===== config.mk =====
export PLATFORM = sky130hd
export DESIGN_NAME = reset_strap_config_decoder
export DESIGN_NICKNAME = d
export VERILOG_FILES = /design/src/rtl/strap_cfg_pkg.sv /design/src/rtl/reset_strap_config_decoder.sv
export SDC_FILE = /design/constraint.sdc
export NUM_CORES = 1
export LEC_CHECK = 0
export ABC_AREA = 1
export ABC_CLOCK_PERIOD_IN_PS = 1900
export BUFFER_PORTS_ARGS = -buffer_cell sky130_fd_sc_hd__buf_4
export CAP_MARGIN = 20
export CELL_PAD_IN_SITES_DETAIL_PLACEMENT = 0
export CELL_PAD_IN_SITES_GLOBAL_PLACEMENT = 1
export CORE_MARGIN = 1.5
export CORE_UTILIZATION = 34
export CTS_BUF_LIST = sky130_fd_sc_hd__clkbuf_16
export CTS_CLUSTER_DIAMETER = 80
export DETAILED_ROUTE_END_ITERATION = 6
export PLACE_DENSITY_LB_ADDON = 0.1
export RECOVER_POWER = 25
export SYNTH_ARGS = -nofsm -noshare
export SYNTH_HDL_FRONTEND = slang
export SYNTH_SLANG_ARGS = --single-unit

===== constraint.sdc =====
create_clock -name clk -period 1.9 [get_ports clk]
set_clock_uncertainty 0.1 [all_clocks]
set_input_delay 0.095 -clock clk [delete_from_list [all_inputs] [get_ports clk]]
set_output_delay 0.095 -clock clk [all_outputs]
set_load 0.005 [all_outputs]

===== src/rtl/strap_cfg_pkg.sv =====
// Package holding constants and carrier types of the reset strap configuration decoder.
package strap_cfg_pkg;

  // ****************************************
  // Clock-mode strap codes and PLL setup
  // ****************************************
  localparam logic [1:0] CLK_MODE_RESERVED = 2'h0; // PLL disabled, reserved.
  localparam logic [1:0] CLK_MODE_DIRECT = 2'h1; // Reference is the crystal input.
  localparam logic [1:0] CLK_MODE_PRESCALED = 2'h2; // Divide by 128, multiplier 401.
  localparam logic [1:0] CLK_MODE_LOWFREQ = 2'h3; // No prescale, multiplier 401.
  localparam logic [8:0] MULT_UNITY = 9'h001; // Multiplier of one.
  localparam logic [8:0] MULT_HIGH = 9'h191; // Multiplier of 401.
  localparam logic [7:0] PRESCALE_DIV = 8'h80; // Prescale divisor of 128.

  // ****************************************
  // Configuration strap codes
  // ****************************************
  localparam logic [2:0] CFG_DEFAULT = 3'h7; // Code left by the internal pull-ups.
  localparam logic [23:0] BASE_NORMAL = 24'h03ff00; // Normal base register location.
  localparam logic [23:0] BASE_ALTERNATE = 24'h03ff04; // Alternate base register location.

  // ****************************************
  // Timing
  // ****************************************
  localparam int CLK_PERIOD_NS = 10; // System clock period in ns.
  localparam int HARD_RESET_MIN_CYCLES = 512; // Least hold of a self-driven hard reset.
  localparam logic [9:0] HARD_RESET_CYCLES = 10'(HARD_RESET_MIN_CYCLES);

  // Boot chip-select port width.
  typedef enum logic [1:0]
  {
    PORT_OFF = 2'h0,
    PORT_8 = 2'h1,
    PORT_16 = 2'h2,
    PORT_32 = 2'h3
  } port_width_e;

  // Decoded clock synthesizer setup.
  typedef struct packed
  {
    logic pllEnable;
    logic prescaleEnable;
    logic [8:0] pllMultiplier;
  } pll_setup_s;

  // Decoded initial configuration.
  typedef struct packed
  {
    logic coreEnable;
    logic companionMode;
    logic busRequestIsOutput;
    logic busGrantIsOutput;
    port_width_e bootPortWidth;
    logic [23:0] moduleBaseRegister;
  } init_config_s;

endpackage


===== src/rtl/reset_strap_config_decoder.sv =====
// Strap sampler and decoder for clock mode and initial configuration.

// Overview of operation
// RL1: Sample clock-mode straps while reset asserted.
// RL2: Map clock-mode code to PLL setup.
// RL3: Fast clock twice system clock with PLL.
// RL4: Sample three configuration straps during reset.
// RL5: Undriven straps read as default 111.
// RL6: Straps ignored after reset; alternate functions.
// RL7: Code 000: slave, 8-bit, normal base.
// RL8: Code 001: slave, 32-bit, request out.
// RL9: Code 010: slave, 16-bit, normal base.
// RL10: Code 011: companion, 32-bit, grant out.
// RL11: Code 100: core on, 32-bit port.
// RL12: Code 101: core on, 16-bit port.
// RL13: Code 110: slave, chip-select off, alternate base.
// RL14: Code 111: core on, 8-bit default.
// RL15: Float control only with core, not reset.
// RL16: Board drives straps open-collector during reset.
// RL17: Self-driven hard reset held 512 cycles.
// RL18: Decoded values held until next reset.
module reset_strap_config_decoder
(
  input wire logic clk,
  input wire logic rst,
  input wire logic hardResetIn_n,
  input wire logic hardResetRequest,
  input wire logic [1:0] clockModeStraps,
  input wire logic [2:0] initConfigStraps,
  input wire logic pinFloatControl,
  output logic hardResetOut,
  output logic hardResetOe_n,
  output strap_cfg_pkg::pll_setup_s pllSetup,
  output strap_cfg_pkg::init_config_s initConfig,
  output logic fastClockDouble,
  output logic pinsFloat,
  output logic strapPinsReleased
);
  import strap_cfg_pkg::*;

  // ****************************************
  // State
  // ****************************************
  // All state of the block in one record.
  typedef struct packed
  {
    logic [9:0] holdCount;
    logic driving;
    logic inReset;
    logic [1:0] clockCode;
    logic [2:0] configCode;
    pll_setup_s pll;
    init_config_s cfg;
  } state_s;

  state_s cur; // Registered state.
  state_s next_cur; // Next state.
  logic hardAsserted; // Hard reset seen from any source.
  pll_setup_s decodedPll; // Live decode of the clock code.
  init_config_s decodedCfg; // Live decode of the configuration code.

  assign hardAsserted = !hardResetIn_n || cur.driving;

  // Decodes the clock-mode code into a PLL setup.
  always_comb
  begin
    decodedPll = '0;
    // RL2: clock code decode
    unique case (cur.clockCode)
      CLK_MODE_RESERVED:
      begin
        decodedPll = '0;
      end
      CLK_MODE_DIRECT:
      begin
        decodedPll = '{pllEnable: 1'b1, prescaleEnable: 1'b0, pllMultiplier: MULT_UNITY};
      end
      CLK_MODE_PRESCALED:
      begin
        decodedPll = '{pllEnable: 1'b1, prescaleEnable: 1'b1, pllMultiplier: MULT_HIGH};
      end
      CLK_MODE_LOWFREQ:
      begin
        decodedPll = '{pllEnable: 1'b1, prescaleEnable: 1'b0, pllMultiplier: MULT_HIGH};
      end
    endcase
  end

  // Decodes the configuration code into the boot setup.
  always_comb
  begin
    decodedCfg = '0;
    decodedCfg.moduleBaseRegister = BASE_NORMAL;
    unique case (cur.configCode)
      // RL7: slave eight bit
      3'h0:
      begin
        decodedCfg.bootPortWidth = PORT_8;
      end
      // RL8: slave request out
      3'h1:
      begin
        decodedCfg.bootPortWidth = PORT_32;
        decodedCfg.busRequestIsOutput = 1'b1;
      end
      // RL9: slave sixteen bit
      3'h2:
      begin
        decodedCfg.bootPortWidth = PORT_16;
      end
      // RL10: companion grant out
      3'h3:
      begin
        decodedCfg.bootPortWidth = PORT_32;
        decodedCfg.companionMode = 1'b1;
        decodedCfg.busGrantIsOutput = 1'b1;
      end
      // RL11: core thirty-two bit
      3'h4:
      begin
        decodedCfg.coreEnable = 1'b1;
        decodedCfg.bootPortWidth = PORT_32;
      end
      // RL12: core sixteen bit
      3'h5:
      begin
        decodedCfg.coreEnable = 1'b1;
        decodedCfg.bootPortWidth = PORT_16;
      end
      // RL13: alternate base location
      3'h6:
      begin
        decodedCfg.bootPortWidth = PORT_OFF;
        decodedCfg.moduleBaseRegister = BASE_ALTERNATE;
      end
      // RL14: default core eight
      3'h7:
      begin
        decodedCfg.coreEnable = 1'b1;
        decodedCfg.bootPortWidth = PORT_8;
      end
    endcase
  end

  // ****************************************
  // Next state
  // ****************************************
  // Samples straps during hard reset and freezes them afterwards.
  always_comb
  begin
    next_cur = cur;
    next_cur.inReset = hardAsserted;
    // RL17: minimum hold count
    if (cur.driving)
    begin
      if (cur.holdCount == HARD_RESET_CYCLES - 10'h001)
      begin
        next_cur.driving = hardResetRequest;
        next_cur.holdCount = '0;
      end
      else
      begin
        next_cur.holdCount = cur.holdCount + 10'h001;
      end
    end
    else if (hardResetRequest)
    begin
      next_cur.driving = 1'b1;
      next_cur.holdCount = '0;
    end
    // RL1: sample while reset
    if (hardAsserted)
    begin
      next_cur.clockCode = clockModeStraps;
      // RL4: sample configuration straps
      next_cur.configCode = initConfigStraps;
    end
    // RL18: latch at release
    if (cur.inReset && !hardAsserted)
    begin
      next_cur.pll = decodedPll;
      next_cur.cfg = decodedCfg;
    end
  end

  // Registers the state; reset values give the pull-up default.
  always_ff @(posedge clk)
  begin
    if (rst)
    begin
      cur <= '0;
      // RL5: pull-up default code
      cur.configCode <= CFG_DEFAULT;
      cur.clockCode <= CLK_MODE_LOWFREQ;
      cur.inReset <= 1'b1;
      cur.cfg.moduleBaseRegister <= BASE_NORMAL;
      cur.cfg.coreEnable <= 1'b1;
      cur.cfg.bootPortWidth <= PORT_8;
    end
    else
    begin
      cur <= next_cur;
    end
  end

  // ****************************************
  // Outputs
  // ****************************************
  assign hardResetOut = 1'b0; // Open drain drives only low.
  assign hardResetOe_n = !cur.driving; // Low while the line is pulled.
  assign pllSetup = cur.pll;
  assign initConfig = cur.cfg;
  // RL3: fast clock ratio
  assign fastClockDouble = cur.pll.pllEnable;
  // RL15: immediate float
  // The live hard reset level blocks the float request in the very cycle the line drops.
  // The registered reset flag also blocks it in the one cycle after release,
  // while the core enable still shows the configuration of the previous reset.
  assign pinsFloat = cur.cfg.coreEnable && pinFloatControl && !hardAsserted && !cur.inReset;
  // RL6: alternate functions allowed
  assign strapPinsReleased = !cur.inReset;
endmodule


==> results of run 1 <==
-- report_power, final --
group	total (mW)	internal [mW]	switching, mW
Sequential	0.599	0.571	0.0273
Clock	0.477	0.282	0.195
Combinational	0.173	0.0771	0.0962
-- cells by family after synthesis --
family / count (synthesis) / synth area share (%)
simple gates: 77 / 25.1
other cells: 2 / 0.488
flops: 26 / 33.8
xor+xnor: 1 / 0.569
buf+inv: 60 / 26.9
compound gates: 35 / 12.3
fa+ha+maj: 1 / 0.813
-- flip-flops by register name (all words and copies together), names as in the netlist --
name,cells
pllSetup,3
cur,17
initConfig,6
-- worst max-delay path: cells and delay by family, from the launching register on --
family,cells,cell delay [ns]
simple gates,4,0.43
fa+ha+maj,1,0.20
flops,1,0.42
buf+inv,1,0.07
compound gates,2,0.15
-- per-layer routing --
| layer | global-route usage, % | wire length (um) | vias to the layer above |
|---|---|---|---|
| li1 | - | - | 616 |
| met5 | 0 | 0 | - |
| met3 | 2.16 | 140 | 4 |
| met2 | 17.1 | 1240 | 44 |
| met1 | 16.5 | 1400 | 530 |
| met4 | 5.13 | 51 | 0 |
-- synthesized netlist by cell type (2+ instances only) --
library cell  count
inv_2             2
conb_1            2
nor3_2            2
nand2_8           2
nor2_2            4
inv_8             3
inv_1             9
nor2_1           11
o21ai_0           9
a21oi_1          18
o21ai_1           3
dfxtp_1          26
buf_4            42
nand2_1          37
nand3_1          14
-- path summary, 6_finish.rpt --
kind | to | cells past startpoint
setup reg to reg | cur[53]$_SDFFE_PP0P_ | 8
hold reg to reg | pllSetup[9]$_SDFFE_PP0P_ | 2
hold / removal | pllSetup[9]$_SDFFE_PP0P_ | 2
setup / recovery | cur[53]$_SDFFE_PP0P_ | 8
-- final cells by class --
| class | instances | share of cell area (%) |
|---|---|---|
| Tap cell | 52 | 3.82 |
| Clock inverter | 1 | 0.220 |
| Sequential cell | 26 | 30.5 |
| Multi-Input combinational cell | 143 | 41.4 |
| Inverter | 15 | 4.63 |
| Timing Repair Buffer | 32 | 15.0 |
| Clock buffer | 3 | 4.41 |
==> metrics.md, run 1 <==
| Metric | Value |
|---|---|
| Starting Density | `a little over a third` |
| Largest cells by area after synthesis | `dfxtp_1 (34%), buf_4 (20%), nand2_1 (9.0%)` |
| Crit share post-route | `78.6%` |
| Overflow left after global routing | `0` |
| Clk buf depth | `2` |
| Seq/Total Area, Yosys | `33.8%` |
| Post-DR vias/cell | `4.39` |
| Synthesis-stage register bit count | `26` |
| Worst R2R Setup Slack | `0.41 ns` |
| Area grow syn2layout | `10.7%` |
| Core Region | `around 4400 um^2` |
| MaxCap Viol Count | `0` |
| Yosys Warn Count | `0` |
| Slew Limit Fails | `0` |
| Critical Path AT | `1.54 ns` |
| Antenna fix cells | `0` |
| Routed vias | `1,194` |
| IO Pins | `56` |
| Place WS | `0.436 ns` |
| Lkg Pwr | `0.739 nW` |
| Die width | `70.3 um` |
| Share of cells above drive strength 1 | `21.8%` |
| Detail Route Antenna Nets | `0` |
| Clk pin slew, worst setup/hold paths | `0.06 ns` |
| Total track usage | `11.7%` |
| Fill cells | `464` |
| Total CTS buffers | `3` |
| Number of I/O port buffers | `26` |
| Pre-antenna DRT Iters | `4` |
| Worst path slowest cell | `dfxtp_1` |
| CP startpoint kind | `register` |
| Dpl cells | `262` |
| Synthesized area per cell | `7.62 um^2` |
| Synth top area share | `33.8%` |
| Cells after Synth | `202` |
| Main flop type after synthesis | `dfxtp_1` |
| CP peak stage delay | `between 0.4 and 0.5 ns` |
| Clock sinks | `26` |
| Minimum clock period | `approximately 1.5 ns` |
| RSZ-0062 raised after global routing | `no` |
| Fin. Hold Viols | `0` |
| Hold WS | `between 0.03 and 0.04 ns` |
| DRC | `0` |
| Post-CTS Setup Inserts | `0` |
| Area of the multi-input gates | `706 um^2` |
| Hold crit path type | `primary input to register` |
| EDFF count, synth | `0` |
| Fin nets | `232` |
| CTS tree | `yes` |
| Clock latency on the worst-skew pair | `0.26 ns` |
| Worst Path Required | `1.95 ns` |
| Hold Startpoint | `rst` |
| Cell Area, Placed | `1570 um^2` |
| Clk root buf | `clkbuf_16` |
| FF/Latch Area | `520 um^2` |
| Final Instance Count excl. Fillers | `272` |
| Final instance area | `between 1500 and 2000 um^2` |
| Total power | `1.25 mW` |
| Critical path peak fanout | `6` |
| Site row count | `24` |
| Cts hold-fix bufs | `6` |
| Commonest non-fill, non-tap cell in the layout | `nand2_1` |
| Most frequent cells in the layout | `nand2_1 (37), conb_1 (29), dfxtp_1 (26)` |
| GPL Wtd Cong | `0.893` |
| Critical path startpoint | `cur[48]$_SDFFE_PP0P_` |
| 1st-iter DRT viols | `67` |
| Synth area leader | `dfxtp_1` |
| Synthesized cell area | `approximately 1500 um^2` |
| CP Capture Type | `register` |
| Worst VDD drop | `0.000330 V` |
| Highest clock rate | `670 MHz` |
| Synth async-reset ratio | `0%` |
| Pin count of the biggest net entering global routing | `18` |
| Cell Pwr Density | `733 nW/um^2` |
| Die H | `70.3 um` |
| Post-cts sizing count | `0` |
| First-pass GRT wire length | `~4600 um` |
| Vias in the first global route | `between 900 and 1,000` |
| H-tree depth | `1` |
| Routed len/inst | `10.4 um` |
| Yosys cell types | `33` |
| Outcome | `complete, no violations` |
| HPWL Detailed | `2090 um` |
| Reg2reg start | `cur[48]$_SDFFE_PP0P_` |
| Setup WS post-layout | `0.407 ns` |
| Fin Setup TNS | `0 ns` |
| Worst Path Class, Setup | `register to register` |
| Initial antenna violation count | `0` |
| Util after Layout | `39.1%` |
| Die area | `roughly 4900 um^2` |
| Final wirelength | `around 2800 um` |
| Final setup fails | `0` |
| Crit-path cells | `ha_1, nand2_1, nor2_4, nand3_1, nand2_2, inv_2, o21ai_1, a21oi_1` |
Note: power is estimated with default switching activity, not from simulation.
==> run 2, diff against run 1 <==
--- a/config.mk
+++ b/config.mk
@@ -6,7 +6,7 @@
 export NUM_CORES = 1
 export LEC_CHECK = 0
 export ABC_AREA = 1
-export ABC_CLOCK_PERIOD_IN_PS = 1900
+export ABC_CLOCK_PERIOD_IN_PS = 1500
 export BUFFER_PORTS_ARGS = -buffer_cell sky130_fd_sc_hd__buf_4
 export CAP_MARGIN = 20
 export CELL_PAD_IN_SITES_DETAIL_PLACEMENT = 0
==> constraint.sdc (replaced) <==
create_clock -name clk -period 1.5 [get_ports clk]
set_clock_uncertainty 0.1 [all_clocks]
set_input_delay 0.075 -clock clk [delete_from_list [all_inputs] [get_ports clk]]
set_output_delay 0.075 -clock clk [all_outputs]
set_load 0.005 [all_outputs]
==> run 2 against run 1 <==
Final cell count up 1.8%. Hold slack got worse by 0.015 ns. Global-route usage rose by 0.76 points. Clock power up 64%. Setup slack got worse by 0.27 ns. Cell area is 4.2% higher. Critical endpoint is now cur[51]$_SDFFE_PP0P_.
==> metrics.md, run 2 (same netlist as run 1, synthesis figures left out) <==
| Metric | Value |
|---|---|
| Minimum clock period | `1.36 ns (was 1.49 ns)` |
| Pre-antenna DRT Iters | `4 (unchanged)` |
| Total CTS buffers | `3 (unchanged)` |
| Antenna fix cells | `0 (unchanged)` |
| HPWL Detailed | `2210 um (was 2090 um)` |
| Critical Path AT | `1.41 ns (was 1.54 ns)` |
| Clock sinks | `26 (unchanged)` |
| Routed vias | `1,210 (was 1,194)` |
| Number of I/O port buffers | `26 (unchanged)` |
| GPL Wtd Cong | `0.791 (was 0.893)` |
| Worst VDD drop | `0.000392 V (was 0.000330 V)` |
| Core Region | `4350 um^2 (unchanged)` |
| Total track usage | `12.4% (was 11.7%)` |
| Crit share post-route | `90.9% (was 78.6%)` |
| Worst Path Class, Setup | `register to register (unchanged)` |
| Share of cells above drive strength 1 | `25.8% (was 21.8%)` |
| First-pass GRT wire length | `4910 um (was 4570 um)` |
| Clk pin slew, worst setup/hold paths | `0.07 ns (was 0.06 ns)` |
| Die area | `4940 um^2 (unchanged)` |
| Reg with most FFs | `cur (unchanged)` |
| IO Pins | `56 (unchanged)` |
| Clk root buf | `clkbuf_16 (unchanged)` |
| Slew Limit Fails | `0 (unchanged)` |
| Worst Path Required | `1.55 ns (was 1.95 ns)` |
| Cell Pwr Density | `1000 nW/um^2 (was 733 nW/um^2)` |
| CP startpoint kind | `register (unchanged)` |
| Routed len/inst | `10.7 um (was 10.4 um)` |
| Detail Route Antenna Nets | `0 (unchanged)` |
| Lkg Pwr | `0.776 nW (was 0.739 nW)` |
| Final setup fails | `0 (unchanged)` |
| Area of the multi-input gates | `711 um^2 (was 706 um^2)` |
| Hold crit path type | `primary input to register (unchanged)` |
| Clk buf depth | `2 (unchanged)` |
| Most frequent cells in the layout | `nand2_1 (36), conb_1 (29), dfxtp_1 (24) (was nand2_1 (37), conb_1 (29), dfxtp_1 (26))` |
| H-tree depth | `1 (unchanged)` |
| Fin. Hold Viols | `0 (unchanged)` |
| Fin nets | `237 (was 232)` |
| Critical path peak fanout | `6 (unchanged)` |
| Fill cells | `469 (was 464)` |
| MaxCap Viol Count | `0 (unchanged)` |
| Highest clock rate | `734 MHz (was 670 MHz)` |
| CTS tree | `yes (unchanged)` |
| RSZ-0062 raised after global routing | `no (unchanged)` |
| Fin Setup TNS | `0 ns (unchanged)` |
| Overflow left after global routing | `0 (unchanged)` |
| 1st-iter DRT viols | `43 (was 67)` |
| Site row count | `24 (unchanged)` |
| FF/Latch Area | `523 um^2 (was 520 um^2)` |
| Final instance area | `1780 um^2 (was 1700 um^2)` |
| Starting Density | `35.3% (unchanged)` |
| Clock latency on the worst-skew pair | `0.26 ns (about the same)` |
| Die H | `70.3 um (unchanged)` |
| Vias in the first global route | `1,062 (was 992)` |
| CP Capture Type | `register (unchanged)` |
| Post-DR vias/cell | `4.37 (was 4.39)` |
| DRC | `0 (unchanged)` |
| Area grow syn2layout | `15.4% (was 10.7%)` |
| Die width | `70.3 um (unchanged)` |
| Max FFs per register | `17 (unchanged)` |
| Pin count of the biggest net entering global routing | `18 (unchanged)` |
| Outcome | `complete, no violations (unchanged)` |
| Cell Area, Placed | `1600 um^2 (was 1570 um^2)` |
| Commonest non-fill, non-tap cell in the layout | `nand2_1 (unchanged)` |
| Final wirelength | `2950 um (was 2840 um)` |
| Initial antenna violation count | `0 (unchanged)` |
run 2: cell types whose count changed in the layout (fill, tap and decap cells not counted), sizes merged:
cell / before / now
clkinv: 2 / 1
buf: 16 / 22
clkbuf: 13 / 12
bufinv: 0 / 1
run 2: final timing paths:
kind / slack [ns] / start / depth (start not counted) / to
worst max-delay path: 0.14 / cur[49]$_SDFFE_PP0P_ / 8 / cur[51]$_SDFFE_PP0P_
worst min-delay path: 0.02 / rst / 2 / pllSetup[9]$_SDFFE_PP0P_
worst max register to register: 0.14 / cur[49]$_SDFFE_PP0P_ / 8 / cur[51]$_SDFFE_PP0P_
worst min register to register: 0.38 / cur[49]$_SDFFE_PP0P_ / 2 / cur[49]$_SDFFE_PP0P_
run 2: layout make-up:
cell class | count | area share [%]
Multi-Input combinational cell | 143 | 40.0
Sequential cell | 26 | 29.5
Timing Repair Buffer | 37 | 16.5
Inverter | 15 | 4.44
Clock buffer | 3 | 4.23
Tap cell | 52 | 3.66
Clock inverter | 1 | 1.69
run 2: repair_timing:
action                                  CTS  global route
hold endpoints to repair                  6             0
endpoints found under the setup margin    0             4
hold buffers                              6             0
gates resized for setup                   0             4
buffers inserted                          0             1
run 2: worst max-delay path: stages, from the launching register on:
cell	delay (ns)
dfxtp_2	0.34
ha_2	0.17
nand2_2	0.08
nor2_4	0.16
nand3_1	0.11
nand2_2	0.08
inv_2	0.07
o21ai_0	0.07
a21oi_1	0.08
run 2: layer usage:
metal  wire [um]  vias up  GRT usage (%)
li1            -      626              -
met1        1500      533           17.4
met2        1250       46           18.8
met3         160        5           2.16
met4          52        0           5.13
met5           0        -              0
run 2: through the flow:
step	std cells	setup WS [ns]	total power [mW]	util, %	hold slack, ns
after CTS	276	0.106	1.80	40.4	0.0174
after global placement	266	0.169	0.998	36.6	0.190
after global routing	277	0.00829	1.86	40.8	0.0299
after detailed placement	266	0.117	0.998	36.6	0.196
final	277	0.137	1.78	40.8	0.0179
after floorplan	229	0.171	0.982	-	0.0957
run 2: where the power goes:
group	internal (mW)	leakage (nW)	switching [mW]
combinational	0.107	0.511	0.130
clock	0.531	0.0511	0.253
sequential	0.724	0.214	0.0292
==> run 3, diff against run 2 <==
--- a/config.mk
+++ b/config.mk
@@ -7,7 +7,7 @@
 export LEC_CHECK = 0
 export ABC_AREA = 1
 export ABC_CLOCK_PERIOD_IN_PS = 1500
-export BUFFER_PORTS_ARGS = -buffer_cell sky130_fd_sc_hd__buf_4
+export BUFFER_PORTS_ARGS = -buffer_cell sky130_fd_sc_hd__buf_2
 export CAP_MARGIN = 20
 export CELL_PAD_IN_SITES_DETAIL_PLACEMENT = 0
 export CELL_PAD_IN_SITES_GLOBAL_PLACEMENT = 1
==> constraint.sdc (replaced) <==
create_clock -name clk -period 1.5 [get_ports clk]
set_clock_uncertainty 0.1 [all_clocks]
set_input_delay 0.225 -clock clk [delete_from_list [all_inputs] [get_ports clk]]
set_output_delay 0.225 -clock clk [all_outputs]
set_load 0.005 [all_outputs]
==> run 3 against run 2 <==
Hold slack better by 0.057 ns. Combinational power down 12%. Critical path type is now register to output port. Cell area down 5.9%.
==> metrics.md, run 3 (same netlist as run 1, synthesis figures left out) <==
| Metric | Value |
|---|---|
| Outcome | `complete, no violations (unchanged)` |
| Cell Area, Placed | `1550 um^2 (was 1600 um^2)` |
| Vias in the first global route | `1,061 (was 1,062)` |
| Place WS | `0.130 ns (was 0.117 ns)` |
| Initial antenna violation count | `0 (unchanged)` |
| Fin Setup TNS | `0 ns (unchanged)` |
| Slew Limit Fails | `0 (unchanged)` |
| Worst Path Required | `1.17 ns (was 1.55 ns)` |
| Hold WS | `0.0751 ns (was 0.0179 ns)` |
| MaxCap Viol Count | `0 (unchanged)` |
| 1st-iter DRT viols | `37 (was 43)` |
| Commonest non-fill, non-tap cell in the layout | `nand2_1 (unchanged)` |
| Clk buf depth | `2 (unchanged)` |
| GPL Wtd Cong | `0.776 (was 0.791)` |
| Total power | `1.75 mW (was 1.78 mW)` |
| Antenna fix cells | `0 (unchanged)` |
| Routed vias | `1,235 (was 1,210)` |
| Pin count of the biggest net entering global routing | `17 (was 18)` |
| RSZ-0062 raised after global routing | `no (unchanged)` |
| Max FFs per register | `17 (unchanged)` |
| Area grow syn2layout | `8.54% (was 15.4%)` |
| Reg2reg start | `cur[49]$_SDFFE_PP0P_ (unchanged)` |
| Core Region | `4350 um^2 (unchanged)` |
| CP Capture Type | `output port (was register)` |
| Final Instance Count excl. Fillers | `274 (was 277)` |
| Highest clock rate | `721 MHz (was 734 MHz)` |
| Clock sinks | `26 (unchanged)` |
| Clk pin slew, worst setup/hold paths | `0.07 ns (about the same)` |
| Overflow left after global routing | `0 (unchanged)` |
| Die area | `4940 um^2 (unchanged)` |
| Fin. Hold Viols | `0 (unchanged)` |
| Hold crit path type | `primary input to register (unchanged)` |
| Number of I/O port buffers | `26 (unchanged)` |
| Die width | `70.3 um (unchanged)` |
| CTS tree | `yes (unchanged)` |
| FF-to-FF End | `cur[51]$_SDFFE_PP0P_ (unchanged)` |
| DRC | `0 (unchanged)` |
| Final wirelength | `2980 um (was 2950 um)` |
| Critical path peak fanout | `3 (was 6)` |
| Fin nets | `234 (was 237)` |
| Worst R2R Setup Slack | `0.16 ns (was 0.14 ns)` |
| Setup WS post-layout | `0.112 ns (was 0.137 ns)` |
| First-pass GRT wire length | `4890 um (was 4910 um)` |
| Lkg Pwr | `0.748 nW (was 0.776 nW)` |
| Most frequent cells in the layout | `nand2_1 (36), conb_1 (29), dfxtp_1 (24), buf_2 (24), a21oi_1 (18) (was nand2_1 (36), conb_1 (29), dfxtp_1 (24))` |
| Minimum clock period | `1.39 ns (was 1.36 ns)` |
| Post-DR vias/cell | `4.51 (was 4.37)` |
| Hold path cells | `3 (was 2)` |
| H-tree depth | `1 (unchanged)` |
| IO Pins | `56 (unchanged)` |
| Final setup fails | `0 (unchanged)` |
| Hold Startpoint | `clockModeStraps[1] (was rst)` |
| Util after Layout | `38.4% (was 40.8%)` |
| Total CTS buffers | `3 (unchanged)` |
| Total track usage | `12.3% (was 12.4%)` |
| Detail Route Antenna Nets | `0 (unchanged)` |
| Final instance area | `1670 um^2 (was 1780 um^2)` |
| Cell Pwr Density | `1050 nW/um^2 (was 1000 nW/um^2)` |
| CP startpoint kind | `register (unchanged)` |
| Critical path startpoint | `cur[46]$_SDFF_PP1_ (was cur[49]$_SDFFE_PP0P_)` |
| Pre-antenna DRT Iters | `4 (unchanged)` |
| Share of cells above drive strength 1 | `26.6% (was 25.8%)` |
| Routed len/inst | `10.9 um (was 10.7 um)` |
| HPWL Detailed | `2230 um (was 2210 um)` |
| Site row count | `24 (unchanged)` |
| Worst VDD drop | `0.000389 V (was 0.000392 V)` |
| Die H | `70.3 um (unchanged)` |
| Crit share post-route | `92.5% (was 90.9%)` |
| Clk root buf | `clkbuf_16 (unchanged)` |
| Worst Path Class, Setup | `register to output port (was register to register)` |
| Starting Density | `35.3% (unchanged)` |
| Clock latency on the worst-skew pair | `0.26 ns (about the same)` |
| Dpl cells | `268 (was 266)` |
| Reg with most FFs | `cur (unchanged)` |
| Cts hold-fix bufs | `0 (was 6)` |
| Worst Reg2Reg Path Length in Cells | `8 (unchanged)` |
| Worst Hold End | `cur[45]$_SDFFE_PP1P_ (was pllSetup[9]$_SDFFE_PP0P_)` |
| Critical Path AT | `1.06 ns (was 1.41 ns)` |
==> run 3: cell types whose count changed in the layout (fill, tap and decap cells not counted) <==
| cell | change |
|---|---|
| clkbuf_1 | +2 |
| buf_2 | +24 |
| clkbuf_4 | -9 |
| dlygate4sd3_1 | -6 |
| buf_4 | -14 |
==> run 3: where the power goes <==
group	leakage (nW)	total, mW	switching (mW)	internal, mW
Combinational	0.483	0.210	0.129	0.0806
Clock	0.0511	0.783	0.252	0.531
Sequential	0.214	0.754	0.0292	0.724
Total	0.748	1.75	0.411	1.34
==> run 3: repair_timing <==
item,4_1_cts,5_1_grt
buffers inserted,0,2
hold endpoints to repair,0,0
gates resized for setup,0,4
setup endpoints to repair,0,3
==> run 3: critical path: stages (launching register included) <==
cell     delay (ns)
dfxtp_1        0.44
inv_1          0.13
nand3_1        0.08
nor2_1         0.04
buf_2          0.12
==> run 3: worst max-delay path by stage <==
stage / to / depth (start not counted)
after floorplan: cur[53]$_SDFFE_PP0P_ / 8
after CTS: pinsFloat / 4
after global placement: cur[51]$_SDFFE_PP0P_ / 8
final: pinsFloat / 4
after detailed placement: cur[51]$_SDFFE_PP0P_ / 8
after global routing: cur[51]$_SDFFE_PP0P_ / 8
==> run 3: routing by layer <==
metal,GRT usage [%],share of wire (%),vias up,routed length (um)
li1,-,-,620,-
met1,16.8,49,568,1480
met2,18.9,44,42,1300
met3,2.60,5.3,5,157
met4,4.49,1.5,0,44
met5,0,0,-,0
==> run 3: cell type report <==
class | instances | area, um^2
multi-input cells | 143 | 711
clock inverters | 1 | 30.0
inverters | 15 | 78.8
fillers | 450 | 2680
well taps | 52 | 65.1
clock buffers | 3 | 75.1
flip-flops and latches | 26 | 523
repair buffers | 34 | 188
